$ cat config.mk
export PLATFORM = sky130hd
export DESIGN_NAME = uhrc_top
export DESIGN_NICKNAME = d
export VERILOG_FILES = /design/src/hdl/uhrc_pkg.sv /design/src/hdl/uhrc_top.sv /design/src/hdl/uhrc_srst_timer.sv /design/src/hdl/uhrc_port_ctl.sv
export VERILOG_INCLUDE_DIRS = /design/src /design/src/hdl
export SDC_FILE = /design/constraint.sdc
export NUM_CORES = 1
export LEC_CHECK = 0
export BUFFER_PORTS_ARGS = -buffer_cell sky130_fd_sc_hd__buf_2
export CAP_MARGIN = 20
export CELL_PAD_IN_SITES_DETAIL_PLACEMENT = 0
export CELL_PAD_IN_SITES_GLOBAL_PLACEMENT = 1
export CORE_MARGIN = 1.5
export CORE_UTILIZATION = 35
export DETAILED_ROUTE_END_ITERATION = 7
export PLACE_DENSITY = 0.71
export SLEW_MARGIN = 10
export SYNTH_ARGS = -nofsm -noshare
export SYNTH_HDL_FRONTEND = slang
export SYNTH_HIERARCHICAL = 1
export SYNTH_SLANG_ARGS = --single-unit
$ cat constraint.sdc
create_clock -name clk_sys_in -period 3.6 [get_ports clk_sys_in]
set_input_delay 0.54 -clock clk_sys_in [delete_from_list [all_inputs] [get_ports clk_sys_in]]
set_output_delay 0.54 -clock clk_sys_in [all_outputs]
set_load 0.03 [all_outputs]
$ cat src/hdl/uhrc_consts.svh
/*
  constants of the run/stop and soft reset block.
  assumes inclusion by bare name from the package and the design modules.
*/
`ifndef UHRC_CONSTS_SVH
`define UHRC_CONSTS_SVH

// ----------------------------------------
// register byte offsets
// ----------------------------------------
`define UHRC_OFF_CMD 8'h00
`define UHRC_OFF_STS 8'h04
`define UHRC_OFF_INT_EN 8'h08
`define UHRC_OFF_INT_CLR 8'h0C
`define UHRC_OFF_PORT 8'h10

// ----------------------------------------
// command register fields
// ----------------------------------------
`define UHRC_CMD_RUN_BIT 0
`define UHRC_CMD_SRST_BIT 1
`define UHRC_CMD_FLS_LO 2
`define UHRC_CMD_FLS_HI 3
`define UHRC_FLS_VALUE 2'h0

// ----------------------------------------
// status register fields
// ----------------------------------------
`define UHRC_STS_HSE_BIT 4
`define UHRC_STS_HALT_BIT 12
`define UHRC_STS_RESET 32'h00001000

// ----------------------------------------
// interrupt event bits (status, enable and clear share them)
// ----------------------------------------
`define UHRC_EV_HSE 0
`define UHRC_EV_HALTED 1
`define UHRC_EV_SRST_DONE 2
`define UHRC_EV_COUNT 3

// ----------------------------------------
// port register fields
// ----------------------------------------
`define UHRC_PORT_OWNER_BIT 0
`define UHRC_PORT_ENABLE_BIT 1

// ----------------------------------------
// timing
// ----------------------------------------
`define UHRC_SRST_CYCLES 25 // 1000 ns at 40 ns a cycle

`endif

$ cat src/hdl/uhrc_pkg.sv
/*
  types shared by the run/stop and soft reset control block.
  assumes uhrc_consts.svh is on the include path.
*/
package uhrc_pkg;
  `include "uhrc_consts.svh"

  // ----------------------------------------
  // controller run state, one-hot
  // ----------------------------------------
  typedef enum logic [3:0] {
    UHRC_ST_HALTED  = 4'h1,
    UHRC_ST_RUNNING = 4'h2,
    UHRC_ST_HALTING = 4'h4,
    UHRC_ST_SRST    = 4'h8
  } uhrc_state_t;

  typedef logic [31:0] uhrc_word_t;
endpackage

$ cat src/hdl/uhrc_top.sv
/*
  command and status control of an enhanced host: run/stop with halting handshake,
  controller soft reset, fixed frame list size, host system error and interrupts.
  assumes a single 25 MHz clock, a plain one-cycle register strobe port and a
  schedule engine that reports when its current bus transaction ends.
*/
// Implementation choices: the register offsets and the plain strobed port.
// Functional notes
// [RULE_01] frame list size field reads zero, writes ignored
// [RULE_02] soft reset write of one resets all internal state; the interrupt enable and event status registers here keep their values
// [RULE_03] soft reset acts on root hub registers like a chip reset
// [RULE_04] no bus reset signalled on downstream ports during soft reset
// [RULE_05] config and capability registers untouched by soft reset
// [RULE_06] soft reset restores port registers, ports go to companion
// [RULE_07] hardware clears soft reset bit when done; writing zero cannot end it
// [RULE_08] software reinitialises the controller after a soft reset
// [RULE_09] software avoids soft reset while halted flag is zero
// [RULE_10] schedule executes while run bit is one
// [RULE_11] run cleared: finish transaction, then halt and set halted flag
// [RULE_12] software sets run only while halted flag is one
// [RULE_13] halted flag clears at once when run is set
// [RULE_14] run/halted pairs mean halting, halted, running
// [RULE_15] every command register write is a command
// [RULE_16] halted flag sets once stopped after run clears; resets to one
// [RULE_17] failed memory read sets host system error and interrupts
// [RULE_18] soft reset bit reads one while reset runs
`include "uhrc_consts.svh"
module uhrc_top #(
  parameter int PORTS = 8,
  parameter int SRST_CYCLES = `UHRC_SRST_CYCLES,
  parameter logic [31:0] CAP_ID = 32'h0000A5A5 // arbitrary value
) (
  // clock and reset
  input wire logic clk_sys_in,
  input wire logic nrst_in,
  // register port
  input wire logic [7:0] reg_addr_in,
  input wire uhrc_pkg::uhrc_word_t reg_wdata_in,
  input wire logic reg_wr_in,
  input wire logic reg_rd_in,
  output uhrc_pkg::uhrc_word_t reg_rdata_out,
  // schedule engine
  input wire logic xact_busy_in,
  input wire logic mem_rd_done_in,
  input wire logic mem_rd_ok_in,
  input wire logic int_error_in,
  output logic sched_run_out,
  output logic engine_reset_out,
  // downstream ports
  output logic [PORTS-1:0] port_owner_out,
  output logic [PORTS-1:0] port_enable_out,
  output logic [PORTS-1:0] port_bus_reset_out,
  // interrupt
  output logic irq_out
);
  import uhrc_pkg::*;

  // ----------------------------------------
  // declarations
  // ----------------------------------------
  uhrc_state_t state_ff;
  uhrc_state_t nxt_state;
  logic run_ff;
  logic halted_ff;
  logic hse_ff;
  logic [`UHRC_EV_COUNT-1:0] ev_sts_ff;
  logic [`UHRC_EV_COUNT-1:0] ev_en_ff;
  logic [`UHRC_EV_COUNT-1:0] ev_set;
  logic [`UHRC_EV_COUNT-1:0] ev_clr;
  uhrc_word_t rdata_ff;
  uhrc_word_t nxt_rdata;
  logic sched_run_ff;
  logic eng_rst_ff;
  logic irq_ff;
  logic [PORTS-1:0] port_owner_ff;
  logic [PORTS-1:0] port_enable_ff;
  logic [PORTS-1:0] owner_w;
  logic [PORTS-1:0] enable_w;
  logic cmd_wr;
  logic srst_start;
  logic srst_busy;
  logic srst_done;
  logic srst_act;
  logic port_wr;
  logic hse_event;
  logic halt_event;

  // ----------------------------------------
  // write decode
  // ----------------------------------------
  // any write to the command word is a command, even one repeating current bits
  assign cmd_wr = reg_wr_in && reg_addr_in == `UHRC_OFF_CMD; // [RULE_15]
  assign srst_start = cmd_wr && reg_wdata_in[`UHRC_CMD_SRST_BIT] && !srst_busy; // [RULE_02]
  assign srst_act = srst_start || srst_busy;
  assign port_wr = reg_wr_in && reg_addr_in >= `UHRC_OFF_PORT &&
                   reg_addr_in < 8'(`UHRC_OFF_PORT + 4 * PORTS);

  // ----------------------------------------
  // soft reset sequencer
  // ----------------------------------------
  uhrc_srst_timer #(
    .CYCLES(SRST_CYCLES)
  ) u_srst (
    .clk_sys_in(clk_sys_in),
    .nrst_in(nrst_in),
    .start_in(srst_start),
    .busy_out(srst_busy),
    .done_out(srst_done)
  );

  // ----------------------------------------
  // root hub port state
  // ----------------------------------------
  uhrc_port_ctl #(
    .PORTS(PORTS)
  ) u_ports (
    .clk_sys_in(clk_sys_in),
    .nrst_in(nrst_in),
    .srst_in(srst_act),
    .wr_in(port_wr),
    .wr_sel_in(8'((reg_addr_in - `UHRC_OFF_PORT) >> 2)),
    .wr_data_in(reg_wdata_in[1:0]),
    .owner_out(owner_w),
    .enable_out(enable_w)
  );

  // ----------------------------------------
  // run state machine
  // ----------------------------------------
  always_comb begin
    nxt_state = state_ff;
    case (state_ff)
      UHRC_ST_HALTED: begin
        if (run_ff) begin
          nxt_state = UHRC_ST_RUNNING; // [RULE_13]
        end
      end
      UHRC_ST_RUNNING: begin
        if (!run_ff) begin
          nxt_state = UHRC_ST_HALTING; // [RULE_10]
        end
      end
      UHRC_ST_HALTING: begin
        if (!xact_busy_in) begin
          nxt_state = UHRC_ST_HALTED; // [RULE_11]
        end
      end
      UHRC_ST_SRST: begin
        if (!srst_busy) begin
          nxt_state = UHRC_ST_HALTED;
        end
      end
      default: begin
        nxt_state = UHRC_ST_HALTED;
      end
    endcase
    if (srst_start) begin
      nxt_state = UHRC_ST_SRST; // [RULE_02]
    end
  end

  // state register; soft reset forces the machine back [RULE_02]
  always_ff @(posedge clk_sys_in) begin
    if (!nrst_in) begin
      state_ff <= UHRC_ST_HALTED;
    end else begin
      state_ff <= nxt_state;
    end
  end

  // ----------------------------------------
  // run/stop bit
  // ----------------------------------------
  // internal error drops run just as software would
  always_ff @(posedge clk_sys_in) begin
    if (!nrst_in) begin
      run_ff <= 1'b0;
    end else if (srst_act) begin
      run_ff <= 1'b0;
    end else if (int_error_in) begin
      run_ff <= 1'b0;
    end else if (cmd_wr) begin
      run_ff <= reg_wdata_in[`UHRC_CMD_RUN_BIT];
    end
  end

  // ----------------------------------------
  // halted flag
  // ----------------------------------------
  // cleared in the same edge that sets run, so run and halted both read one only if run is set again while halting
  always_ff @(posedge clk_sys_in) begin
    if (!nrst_in) begin
      halted_ff <= 1'b1; // [RULE_16]
    end else if (cmd_wr && reg_wdata_in[`UHRC_CMD_RUN_BIT] && !srst_act && !int_error_in) begin
      halted_ff <= 1'b0; // [RULE_13]
    end else if (nxt_state == UHRC_ST_HALTED || nxt_state == UHRC_ST_SRST) begin
      halted_ff <= 1'b1; // [RULE_16]
    end
  end

  // ----------------------------------------
  // schedule drive
  // ----------------------------------------
  // halting keeps the engine on so the transaction in flight can end
  always_ff @(posedge clk_sys_in) begin
    if (!nrst_in) begin
      sched_run_ff <= 1'b0;
    end else begin
      sched_run_ff <= (nxt_state == UHRC_ST_RUNNING) || (nxt_state == UHRC_ST_HALTING); // [RULE_14]
    end
  end

  // engine pipelines, timers and counters held in reset during soft reset
  always_ff @(posedge clk_sys_in) begin
    if (!nrst_in) begin
      eng_rst_ff <= 1'b1;
    end else begin
      eng_rst_ff <= srst_act; // [RULE_02]
    end
  end

  // ----------------------------------------
  // port outputs
  // ----------------------------------------
  // bus reset stays low through soft reset; only port state is restored
  always_ff @(posedge clk_sys_in) begin
    if (!nrst_in) begin
      port_owner_ff <= '1;
      port_enable_ff <= '0;
      port_bus_reset_out <= '0;
    end else begin
      port_owner_ff <= srst_act ? '1 : owner_w; // [RULE_06]
      port_enable_ff <= srst_act ? '0 : enable_w;
      port_bus_reset_out <= '0; // [RULE_04]
    end
  end

  // ----------------------------------------
  // host system error flag
  // ----------------------------------------
  assign hse_event = mem_rd_done_in && !mem_rd_ok_in;
  assign halt_event = (nxt_state == UHRC_ST_HALTED) && (state_ff == UHRC_ST_HALTING);

  // write one to clear, a new error in the same cycle wins
  always_ff @(posedge clk_sys_in) begin
    if (!nrst_in) begin
      hse_ff <= 1'b0;
    end else if (hse_event) begin
      hse_ff <= 1'b1; // [RULE_17]
    end else if (srst_act) begin
      hse_ff <= 1'b0;
    end else if (reg_wr_in && reg_addr_in == `UHRC_OFF_STS && reg_wdata_in[`UHRC_STS_HSE_BIT]) begin
      hse_ff <= 1'b0;
    end
  end

  // ----------------------------------------
  // interrupt status, enable, clear
  // ----------------------------------------
  always_comb begin
    ev_set = '0;
    ev_set[`UHRC_EV_HSE] = hse_event; // [RULE_17]
    ev_set[`UHRC_EV_HALTED] = halt_event;
    ev_set[`UHRC_EV_SRST_DONE] = srst_done;
    ev_clr = '0;
    if (reg_wr_in && reg_addr_in == `UHRC_OFF_INT_CLR) begin
      ev_clr = reg_wdata_in[`UHRC_EV_COUNT-1:0];
    end
  end

  // set beats clear in the same cycle
  always_ff @(posedge clk_sys_in) begin
    if (!nrst_in) begin
      ev_sts_ff <= '0;
    end else begin
      ev_sts_ff <= ev_set | (ev_sts_ff & ~ev_clr);
    end
  end

  // enable register survives soft reset like other software config
  always_ff @(posedge clk_sys_in) begin
    if (!nrst_in) begin
      ev_en_ff <= '0;
    end else if (reg_wr_in && reg_addr_in == `UHRC_OFF_INT_EN) begin
      ev_en_ff <= reg_wdata_in[`UHRC_EV_COUNT-1:0];
    end
  end

  always_ff @(posedge clk_sys_in) begin
    if (!nrst_in) begin
      irq_ff <= 1'b0;
    end else begin
      irq_ff <= |((ev_set | (ev_sts_ff & ~ev_clr)) & ev_en_ff);
    end
  end

  // ----------------------------------------
  // read mux
  // ----------------------------------------
  // capability word is a constant, so soft reset cannot disturb it
  always_comb begin
    nxt_rdata = '0;
    case (reg_addr_in)
      `UHRC_OFF_CMD: begin
        nxt_rdata[`UHRC_CMD_RUN_BIT] = run_ff;
        nxt_rdata[`UHRC_CMD_SRST_BIT] = srst_busy; // [RULE_18]
        nxt_rdata[`UHRC_CMD_FLS_HI:`UHRC_CMD_FLS_LO] = `UHRC_FLS_VALUE; // [RULE_01]
      end
      `UHRC_OFF_STS: begin
        nxt_rdata[`UHRC_STS_HALT_BIT] = halted_ff; // [RULE_14]
        nxt_rdata[`UHRC_STS_HSE_BIT] = hse_ff;
      end
      `UHRC_OFF_INT_EN: begin
        nxt_rdata[`UHRC_EV_COUNT-1:0] = ev_en_ff;
      end
      `UHRC_OFF_INT_CLR: begin
        nxt_rdata[`UHRC_EV_COUNT-1:0] = ev_sts_ff;
      end
      8'hFC: begin
        nxt_rdata = CAP_ID; // [RULE_05]
      end
      default: begin
        if (reg_addr_in >= `UHRC_OFF_PORT && reg_addr_in < 8'(`UHRC_OFF_PORT + 4 * PORTS)) begin
          nxt_rdata[`UHRC_PORT_OWNER_BIT] = owner_w[3'((reg_addr_in - `UHRC_OFF_PORT) >> 2)];
          nxt_rdata[`UHRC_PORT_ENABLE_BIT] = enable_w[3'((reg_addr_in - `UHRC_OFF_PORT) >> 2)];
        end
      end
    endcase
  end

  // read data valid only in the cycle after the strobe
  always_ff @(posedge clk_sys_in) begin
    if (!nrst_in) begin
      rdata_ff <= '0;
    end else if (reg_rd_in) begin
      rdata_ff <= nxt_rdata;
    end else begin
      rdata_ff <= '0;
    end
  end

  // ----------------------------------------
  // outputs
  // ----------------------------------------
  assign reg_rdata_out = rdata_ff;
  assign sched_run_out = sched_run_ff;
  assign engine_reset_out = eng_rst_ff;
  assign port_owner_out = port_owner_ff;
  assign port_enable_out = port_enable_ff;
  assign irq_out = irq_ff;
endmodule

$ cat src/hdl/uhrc_srst_timer.sv
/*
  soft reset sequencer: holds the reset pulse for a fixed count of cycles.
  assumes start_in is a one-cycle pulse; a new start restarts the count.
*/
`include "uhrc_consts.svh"
module uhrc_srst_timer #(
  parameter int CYCLES = `UHRC_SRST_CYCLES
) (
  // clock and reset
  input wire logic clk_sys_in,
  input wire logic nrst_in,
  // control
  input wire logic start_in,
  output logic busy_out,
  output logic done_out
);
  import uhrc_pkg::*;

  logic [15:0] cnt_ff;
  logic busy_ff;
  logic done_ff;

  // ----------------------------------------
  // count down while busy
  // ----------------------------------------
  always_ff @(posedge clk_sys_in) begin
    if (!nrst_in) begin
      cnt_ff <= 16'h0000;
      busy_ff <= 1'b0;
      done_ff <= 1'b0;
    end else begin
      done_ff <= 1'b0;
      if (start_in) begin
        cnt_ff <= 16'(CYCLES - 1);
        busy_ff <= 1'b1;
      end else if (busy_ff) begin
        if (cnt_ff == 16'h0000) begin
          busy_ff <= 1'b0;
          done_ff <= 1'b1;
        end else begin
          cnt_ff <= cnt_ff - 16'h0001;
        end
      end
    end
  end

  assign busy_out = busy_ff;
  assign done_out = done_ff;
endmodule

$ cat src/hdl/uhrc_port_ctl.sv
/*
  per-port owner and enable state of the root hub.
  assumes writes come from the main block; soft reset returns every port to the companion.
*/
`include "uhrc_consts.svh"
module uhrc_port_ctl #(
  parameter int PORTS = 8
) (
  // clock and reset
  input wire logic clk_sys_in,
  input wire logic nrst_in,
  // soft reset
  input wire logic srst_in,
  // register write
  input wire logic wr_in,
  input wire logic [7:0] wr_sel_in,
  input wire logic [1:0] wr_data_in,
  // state out
  output logic [PORTS-1:0] owner_out,
  output logic [PORTS-1:0] enable_out
);
  import uhrc_pkg::*;

  // ----------------------------------------
  // one owner/enable pair per port
  // ----------------------------------------
  for (genvar p = 0; p < PORTS; p++) begin : g_port
    logic own_ff;
    logic en_ff;
    // soft reset acts just as chip reset here, owner back to companion [RULE_03]
    always_ff @(posedge clk_sys_in) begin
      if (!nrst_in || srst_in) begin
        own_ff <= 1'b1; // [RULE_06]
        en_ff <= 1'b0;
      end else if (wr_in && wr_sel_in == 8'(p)) begin
        own_ff <= wr_data_in[`UHRC_PORT_OWNER_BIT];
        en_ff <= wr_data_in[`UHRC_PORT_ENABLE_BIT];
      end
    end
    assign owner_out[p] = own_ff;
    assign enable_out[p] = en_ff;
  end
endmodule

==> results of run 1 <==
==> cell type report <==
class / instances / area [µm²]
Clock buffer: 9 / 124
Clock inverter: 7 / 143
Fill cell: 1065 / 6270
Inverter: 11 / 41.3
Multi-Input combinational cell: 289 / 1960
Sequential cell: 72 / 1440
Tap cell: 136 / 170
Timing Repair Buffer: 52 / 268
==> worst register-to-register path: cells and delay by family (launching register included) <==
| kind | cells | cell delay, ns |
|---|---|---|
| AND/OR/NAND/NOR | 4 | 1.52 |
| flip-flops | 1 | 0.36 |
| adder cells (fa/ha/maj) | 1 | 0.17 |
| buffers and inverters | 1 | 0.09 |
==> cells in the final DEF, fill, tap and decap left out, types with 3 or more instances in the layout <==
| cell | n |
|---|---|
| a2111o_1 | 5 |
| a211oi_1 | 4 |
| a21oi_1 | 16 |
| a22oi_1 | 3 |
| and2_1 | 11 |
| and3_1 | 3 |
| and3b_1 | 3 |
| and4_1 | 3 |
| buf_2 | 49 |
| buf_4 | 3 |
| bufinv_16 | 4 |
| clkbuf_8 | 9 |
| conb_1 | 31 |
| dfxtp_1 | 72 |
| ha_1 | 5 |
| inv_1 | 11 |
| mux2i_1 | 26 |
| mux4_2 | 4 |
| nand2_1 | 38 |
| nand2b_1 | 18 |
| nand3_1 | 12 |
| nand4_1 | 4 |
| nor2_1 | 25 |
| nor2b_1 | 14 |
| nor4_1 | 3 |
| nor4b_1 | 3 |
| o21ai_0 | 11 |
| o41ai_1 | 3 |
| or4b_1 | 3 |
==> cells by family (layout without fill, tap and decap cells) <==
kind of cell	after synthesis	in the layout	share of synthesized area
AOI/OAI and AO/OA	56	56	0.103
buffers and inverters	76	79	0.133
DFF	72	72	0.380
and+or+nand+nor	162	162	0.261
xor gates and xnor gates	3	3	0.00693
muxes	32	32	0.0984
other	1	31	0.000989
adders and majority gates	5	5	0.0165
==> report_power, final <==
part / internal, W / switching (W) / total [W] / leakage, nW
registers: 0.000798 / 0.00000132 / 0.000800 / 0.581
logic: 0.0000273 / 0.0000915 / 0.000119 / 1.04
clock network: 0.000533 / 0.000308 / 0.000840 / 0.134
==> per-stage QoR <==
step	instance area, µm²	cells	hold slack (ns)
floorplan	3900	437	0.430
global placement	3880	560	0.439
detailed placement	3880	560	0.443
CTS	4140	576	0.361
global route	4140	576	0.371
finish	4140	576	0.381
==> state kept, by name, summed over array words and instances (netlist names), 3 cells and up <==
register,count
port_enable_out,8
state_ff,4
ev_en_ff,3
reg_rdata_out,6
u_srst/cnt_ff,16
port_owner_out,8
u_ports/g_port.own_ff,8
u_ports/g_port.en_ff,8
ev_sts_ff,3
==> metal layers <==
layer  wire length [µm]  vias to the layer above
li1                   -                     1399
met1               3510                     1263
met2               3390                       79
met3                371                        6
met4                 76                        0
met5                  0                        -
==> path summary, 6_finish.rpt <==
path | start | end | slack, ns | cells after the start
max | reg_addr_in[4] | u_srst/cnt_ff[9] | 1.23 | 10
min | int_error_in | run_ff | 0.38 | 2
max reg2reg | u_srst/cnt_ff[0] | u_srst/cnt_ff[4] | 1.38 | 6
min reg2reg | hse_ff | reg_rdata_out[4] | 0.46 | 1
==> cells in the mapped netlist, drive strengths merged (2+ instances only) <==
cell type  count
nor3b          4
dfxtp         72
a2111o         5
nand2b        18
a21oi         16
nor4b          4
nor3           3
nand4          5
o21a           2
and3           5
mux2i         26
a22oi          3
and3b          3
o41ai          3
o21ai         11
mux4           4
a32o           2
nand3         12
and4           3
ha             5
nand2         38
mux2           2
buf           59
xor2           2
or4b           3
nand3b         3
inv           11
clkbuf         6
a211oi         4
nor4           7
nor2          25
and2          11
nor2b         14
a21boi         2
==> flow_metrics.tcl, run 1 <==
set metrics [dict create \
    status "finished, final reports clean" \
    dr_total_vias 2747 \
    cts_inserted_buffers 9 \
    routed_wl_mm 7.35 \
    clk_latency_ns 0.34 \
    die_w_um 107 \
    tns_ns 0 \
    synth-edff-count 0 \
    htreeDepth 3 \
    drv_slew 0 \
    synth_area_leaders "dfxtp_1 (38%), buf_4 (10%), mux2i_1 (6.9%)" \
    met3_usage 0.0347 \
    cpPeakStageDelay_ns 0.45 \
    grt_first_pass_wirelength_mm 12.3 \
    met1_usage 0.173 \
    post-place-ws_ns 0.868 \
    synthArstFlopShare 0 \
    clk_path_buf_depth 2 \
    die_h_um 107 \
    use_met2 0.219 \
    cts_tree "done" \
    holdBufCountCts 0 \
    powerDensity_nw_per_um2 425 \
    n_antenna_cell 0 \
    dieArea_um2 11500 \
    final_nets 488 \
    yosysSeqAreaShare 0.380 \
    crit_family "simple AND/OR/NAND/NOR gates" \
    finalCritPeriodShare 0.658 \
    grt_antenna_before_repair 0 \
    clkSinkCount 72 \
    synth_cells 407 \
    synth_top_area_cell "dfxtp_1" \
    drc_errors 0 \
    finalCriticalPeriod_ns 2.37 \
    post_cts_buffers 0 \
    start_kind "input port" \
    crit_chain "buf_2 -> inv_1 -> ha_1 -> nor3b_2 -> and3_2 -> nand3b_2 -> inv_1 -> nand2b_1 -> a2111o_1 -> o21ai_0" \
    cp.arrival_ns 2.63 \
    ctsResizeCount 0 \
    power_w 0.00176 \
    fin_skew_ns 0.00900 \
    synthFlopType "dfxtp_1" \
    netlist_area_um2 3790 \
    initial_core_util 0.364 \
    grt_max_degree 23 \
    overflow 0 \
    grt_usage 0.136 \
    ys_seq_elements 72 \
    worst-path-max-fanout 9 \
    p_leak_nw 1.75 \
    cpMaxStageDelayCell "a2111o_1" \
    grt-busiest-layer "met2" \
    syn_to_final_growth_pct 9.31 \
    fin_ws_ns 1.23 \
    ant_nets 0 \
    tightest_slew_ns 0.641 \
    place_congestion 0.740 \
    final_core_util 0.398 \
    setup_viol 0 \
    dpl.hpwl_mm 5.39 \
    netlist.area_leader.share 0.380 \
    crit_type "input port to flop" \
    wl_per_cell_um 12.8 \
    min_path_type "input port to flop" \
    synth_area_per_cell_um2 9.31 \
    rows 37 \
    crit_top_cell "inv_1" \
    dr.pass1.iters 4 \
    fmax_mhz 422 \
    io_pins 107 \
    grt_pass1_vias 2582 \
    relSlewSlack 0.572 \
    cts_root_buf "clkbuf_8" \
    io_buffers 49 \
    yosys_warnings 6 \
    max_cap_viol_count 0 \
    irDropWorstVdd_mv 0.306 \
    drive_above_1_share 0.200 \
    rsz0062_at_grt "false" \
    drt_iter0_markers 77 \
    cp.required_ns 3.86 \
    viasPerCell 4.77 \
    synth_cell_type_count 60 \
    hold_viol_final 0 \
    path_buf_inv 3 \
    cp-end-kind "flop" \
    core-area_um2 10400 \
    cts.reportedPaths.clkPinSlew_ns 0.08 \
]
No activity file was read; power rests on OpenSTA's default activity.
==> run 2, diff against run 1 <==
- ABC_AREA: default -> 1
- CORE_UTILIZATION: 35 -> 34
- PLACE_DENSITY: 0.71 -> 0.75
- clock period: 3.6 -> 1.91 ns (I/O delays scaled with it)
==> run 2 against run 1 <==
Effect of this change:
- non-clock buffer count up 19
- largest cell class unchanged
- cell area rose by 13%
- flip-flop and latch count stayed put
- combinational power rose by 140%
- first-iteration DRC count rose by 73%
- wire length is 28% higher
- power up 110%
- clock power is 120% higher
- worst setup slack worse by 0.97 ns
- sequential power grew 89%
==> flow_metrics.tcl, run 2 <==
set metrics [dict create \
    largest_reg_flops 16 \
    holdBufCountCts 0 \
    wl_met2_mm 4.44 \
    io_buffers 49 \
    rsz0062_at_grt "false" \
    grt_max_degree 18 \
    setup_viol 0 \
    layout_common_cells "nand2_1 (128), nor2_1 (88), inv_1 (73)" \
    cts_root_buf "clkbuf_16" \
    viasPerCell 4.50 \
    cp.required_ns 2.18 \
    tns_ns 0 \
    grt_first_pass_wirelength_mm 16.2 \
    finalCriticalPeriod_ns 1.65 \
    min_path_type "input port to flop" \
    hold_slack_ns 0.196 \
    cts_inserted_buffers 9 \
    fin_skew_ns 0.00831 \
    clk_latency_ns 0.34 \
    post_cts_buffers 0 \
    start_kind "flop" \
    synth-edff-count 0 \
    clkSinkCount 72 \
    htreeDepth 3 \
    grt_pass1_vias 3490 \
    final_core_util 0.405 \
    finalCritPeriodShare 0.865 \
    crit_type "flop to flop" \
    synth_area_per_cell_um2 6.94 \
    relSlewSlack 0.638 \
    drive_above_1_share 0.215 \
    io_pins 107 \
    core-area_um2 11600 \
    routed_wl_mm 9.44 \
    cp.arrival_ns 1.92 \
    worst-path-max-fanout 17 \
    synth_area_leaders "dfxtp_1 (35%), nand2_1 (12%), buf_4 (9.4%)" \
    initial_core_util 0.353 \
    synth_top_area_cell "dfxtp_1" \
    routed.top_layer "met4" \
    met3WireLength_um 429 \
    die_h_um 113 \
    grt_usage 0.162 \
    powerDensity_nw_per_um2 781 \
    drt_iter0_markers 133 \
    yosys_warnings 6 \
    clk_path_buf_depth 2 \
    tightest_slew_ns 0.542 \
    synthArstFlopShare 0 \
    dr.pass1.iters 6 \
    ctsResizeCount 0 \
    dpl.hpwl_mm 7.27 \
    rows 39 \
    synthFlopType "dfxtp_1" \
    netlist.area_leader.share 0.353 \
    place_congestion 0.843 \
    dieArea_um2 12700 \
    p_leak_nw 2.25 \
    overflow 0 \
    yosysSeqAreaShare 0.353 \
    irDropWorstVdd_mv 0.463 \
    drc_errors 0 \
    syn_to_final_growth_pct 14.8 \
    grt_antenna_before_repair 0 \
    cts.reportedPaths.clkPinSlew_ns 0.06 \
    drv_slew 0 \
    ant_nets 0 \
    yosysMostFrequentCell "nand2_1" \
    post-place-ws_ns -0.0508 \
    wl_per_cell_um 11.9 \
    dr_total_vias 3558 \
    max_cap_viol_count 0 \
    n_antenna_cell 0 \
    fmax_mhz 605 \
    fin_ws_ns 0.257 \
    stdcell_area_um2 4680 \
    status "finished, final reports clean" \
    ys_seq_elements 72 \
    die_w_um 113 \
    met1_length_mm 4.41 \
    final_common_cell "nand2_1" \
    final_nets 695 \
    cp-end-kind "flop" \
    synth_cells 588 \
    cts_tree "done" \
    synth_cell_type_count 38 \
    largest_register "u_srst/cnt_ff" \
    netlist_area_um2 4080 \
    ys_top_cells_by_count "nand2_1 (128), nor2_1 (88), inv_1 (73)" \
    hold_viol_final 0 \
    dpl_cell_area_um2 4350 \
]
[run 2: through the flow]
step,instances,power [W]
5_1_grt,790,0.00380
6_report,790,0.00366
4_1_cts,790,0.00371
2_1_floorplan,618,0.00178
3_3_place_gp,774,0.00183
3_5_place_dp,774,0.00183
[run 2: layout make-up]
class	count	area [µm²]
tap	143	179
inverter	83	314
clock inverter	4	76.3
clock buffer	12	256
fill	1221	6880
multi-input combinational	405	1990
timing repair buffer	71	423
sequential	72	1440
[run 2: metal layers]
layer | global-route usage | up-vias
li1 | - | 1851
met1 | 0.205 | 1615
met2 | 0.264 | 79
met3 | 0.0383 | 13
met4 | 0.0658 | 0
met5 | 0 | -
[run 2: critical path, stage by stage (launching register included)]
cell and delay, ns:
dfxtp_1 0.31, inv_1 0.12, ha_1 0.24, nand2_2 0.14, nor2_4 0.18, nand2_4 0.10
nand2_8 0.13, inv_2 0.12, nand2_1 0.07, nand2_1 0.05, a21oi_1 0.10
[run 2: logic make-up after synthesis]
kind of cell,after synthesis,share of synthesized area
and+or+nand+nor,315,0.362
DFF,72,0.353
AOI/OAI and AO/OA,47,0.0678
buffers and inverters,141,0.186
adders and majority gates,5,0.0153
other,1,0.000919
xor gates and xnor gates,7,0.0150
[run 2: path summary, 6_finish.rpt]
check | from | end | slack, ns | depth (start not counted)
worst min register to register | hse_ff | reg_rdata_out[4] | 0.43 | 2
worst max-delay path | u_srst/cnt_ff[0] | u_srst/cnt_ff[1] | 0.26 | 10
worst min-delay path | reg_rd_in | reg_rdata_out[13] | 0.20 | 3
worst max register to register | u_srst/cnt_ff[0] | u_srst/cnt_ff[1] | 0.26 | 10
[run 2: power by group]
group / switching (W) / total, W / internal (W)
combinational: 0.000214 / 0.000291 / 0.0000771
sequential: 0.00000228 / 0.00151 / 0.00151
clock: 0.000643 / 0.00186 / 0.00122
total: 0.000859 / 0.00366 / 0.00280
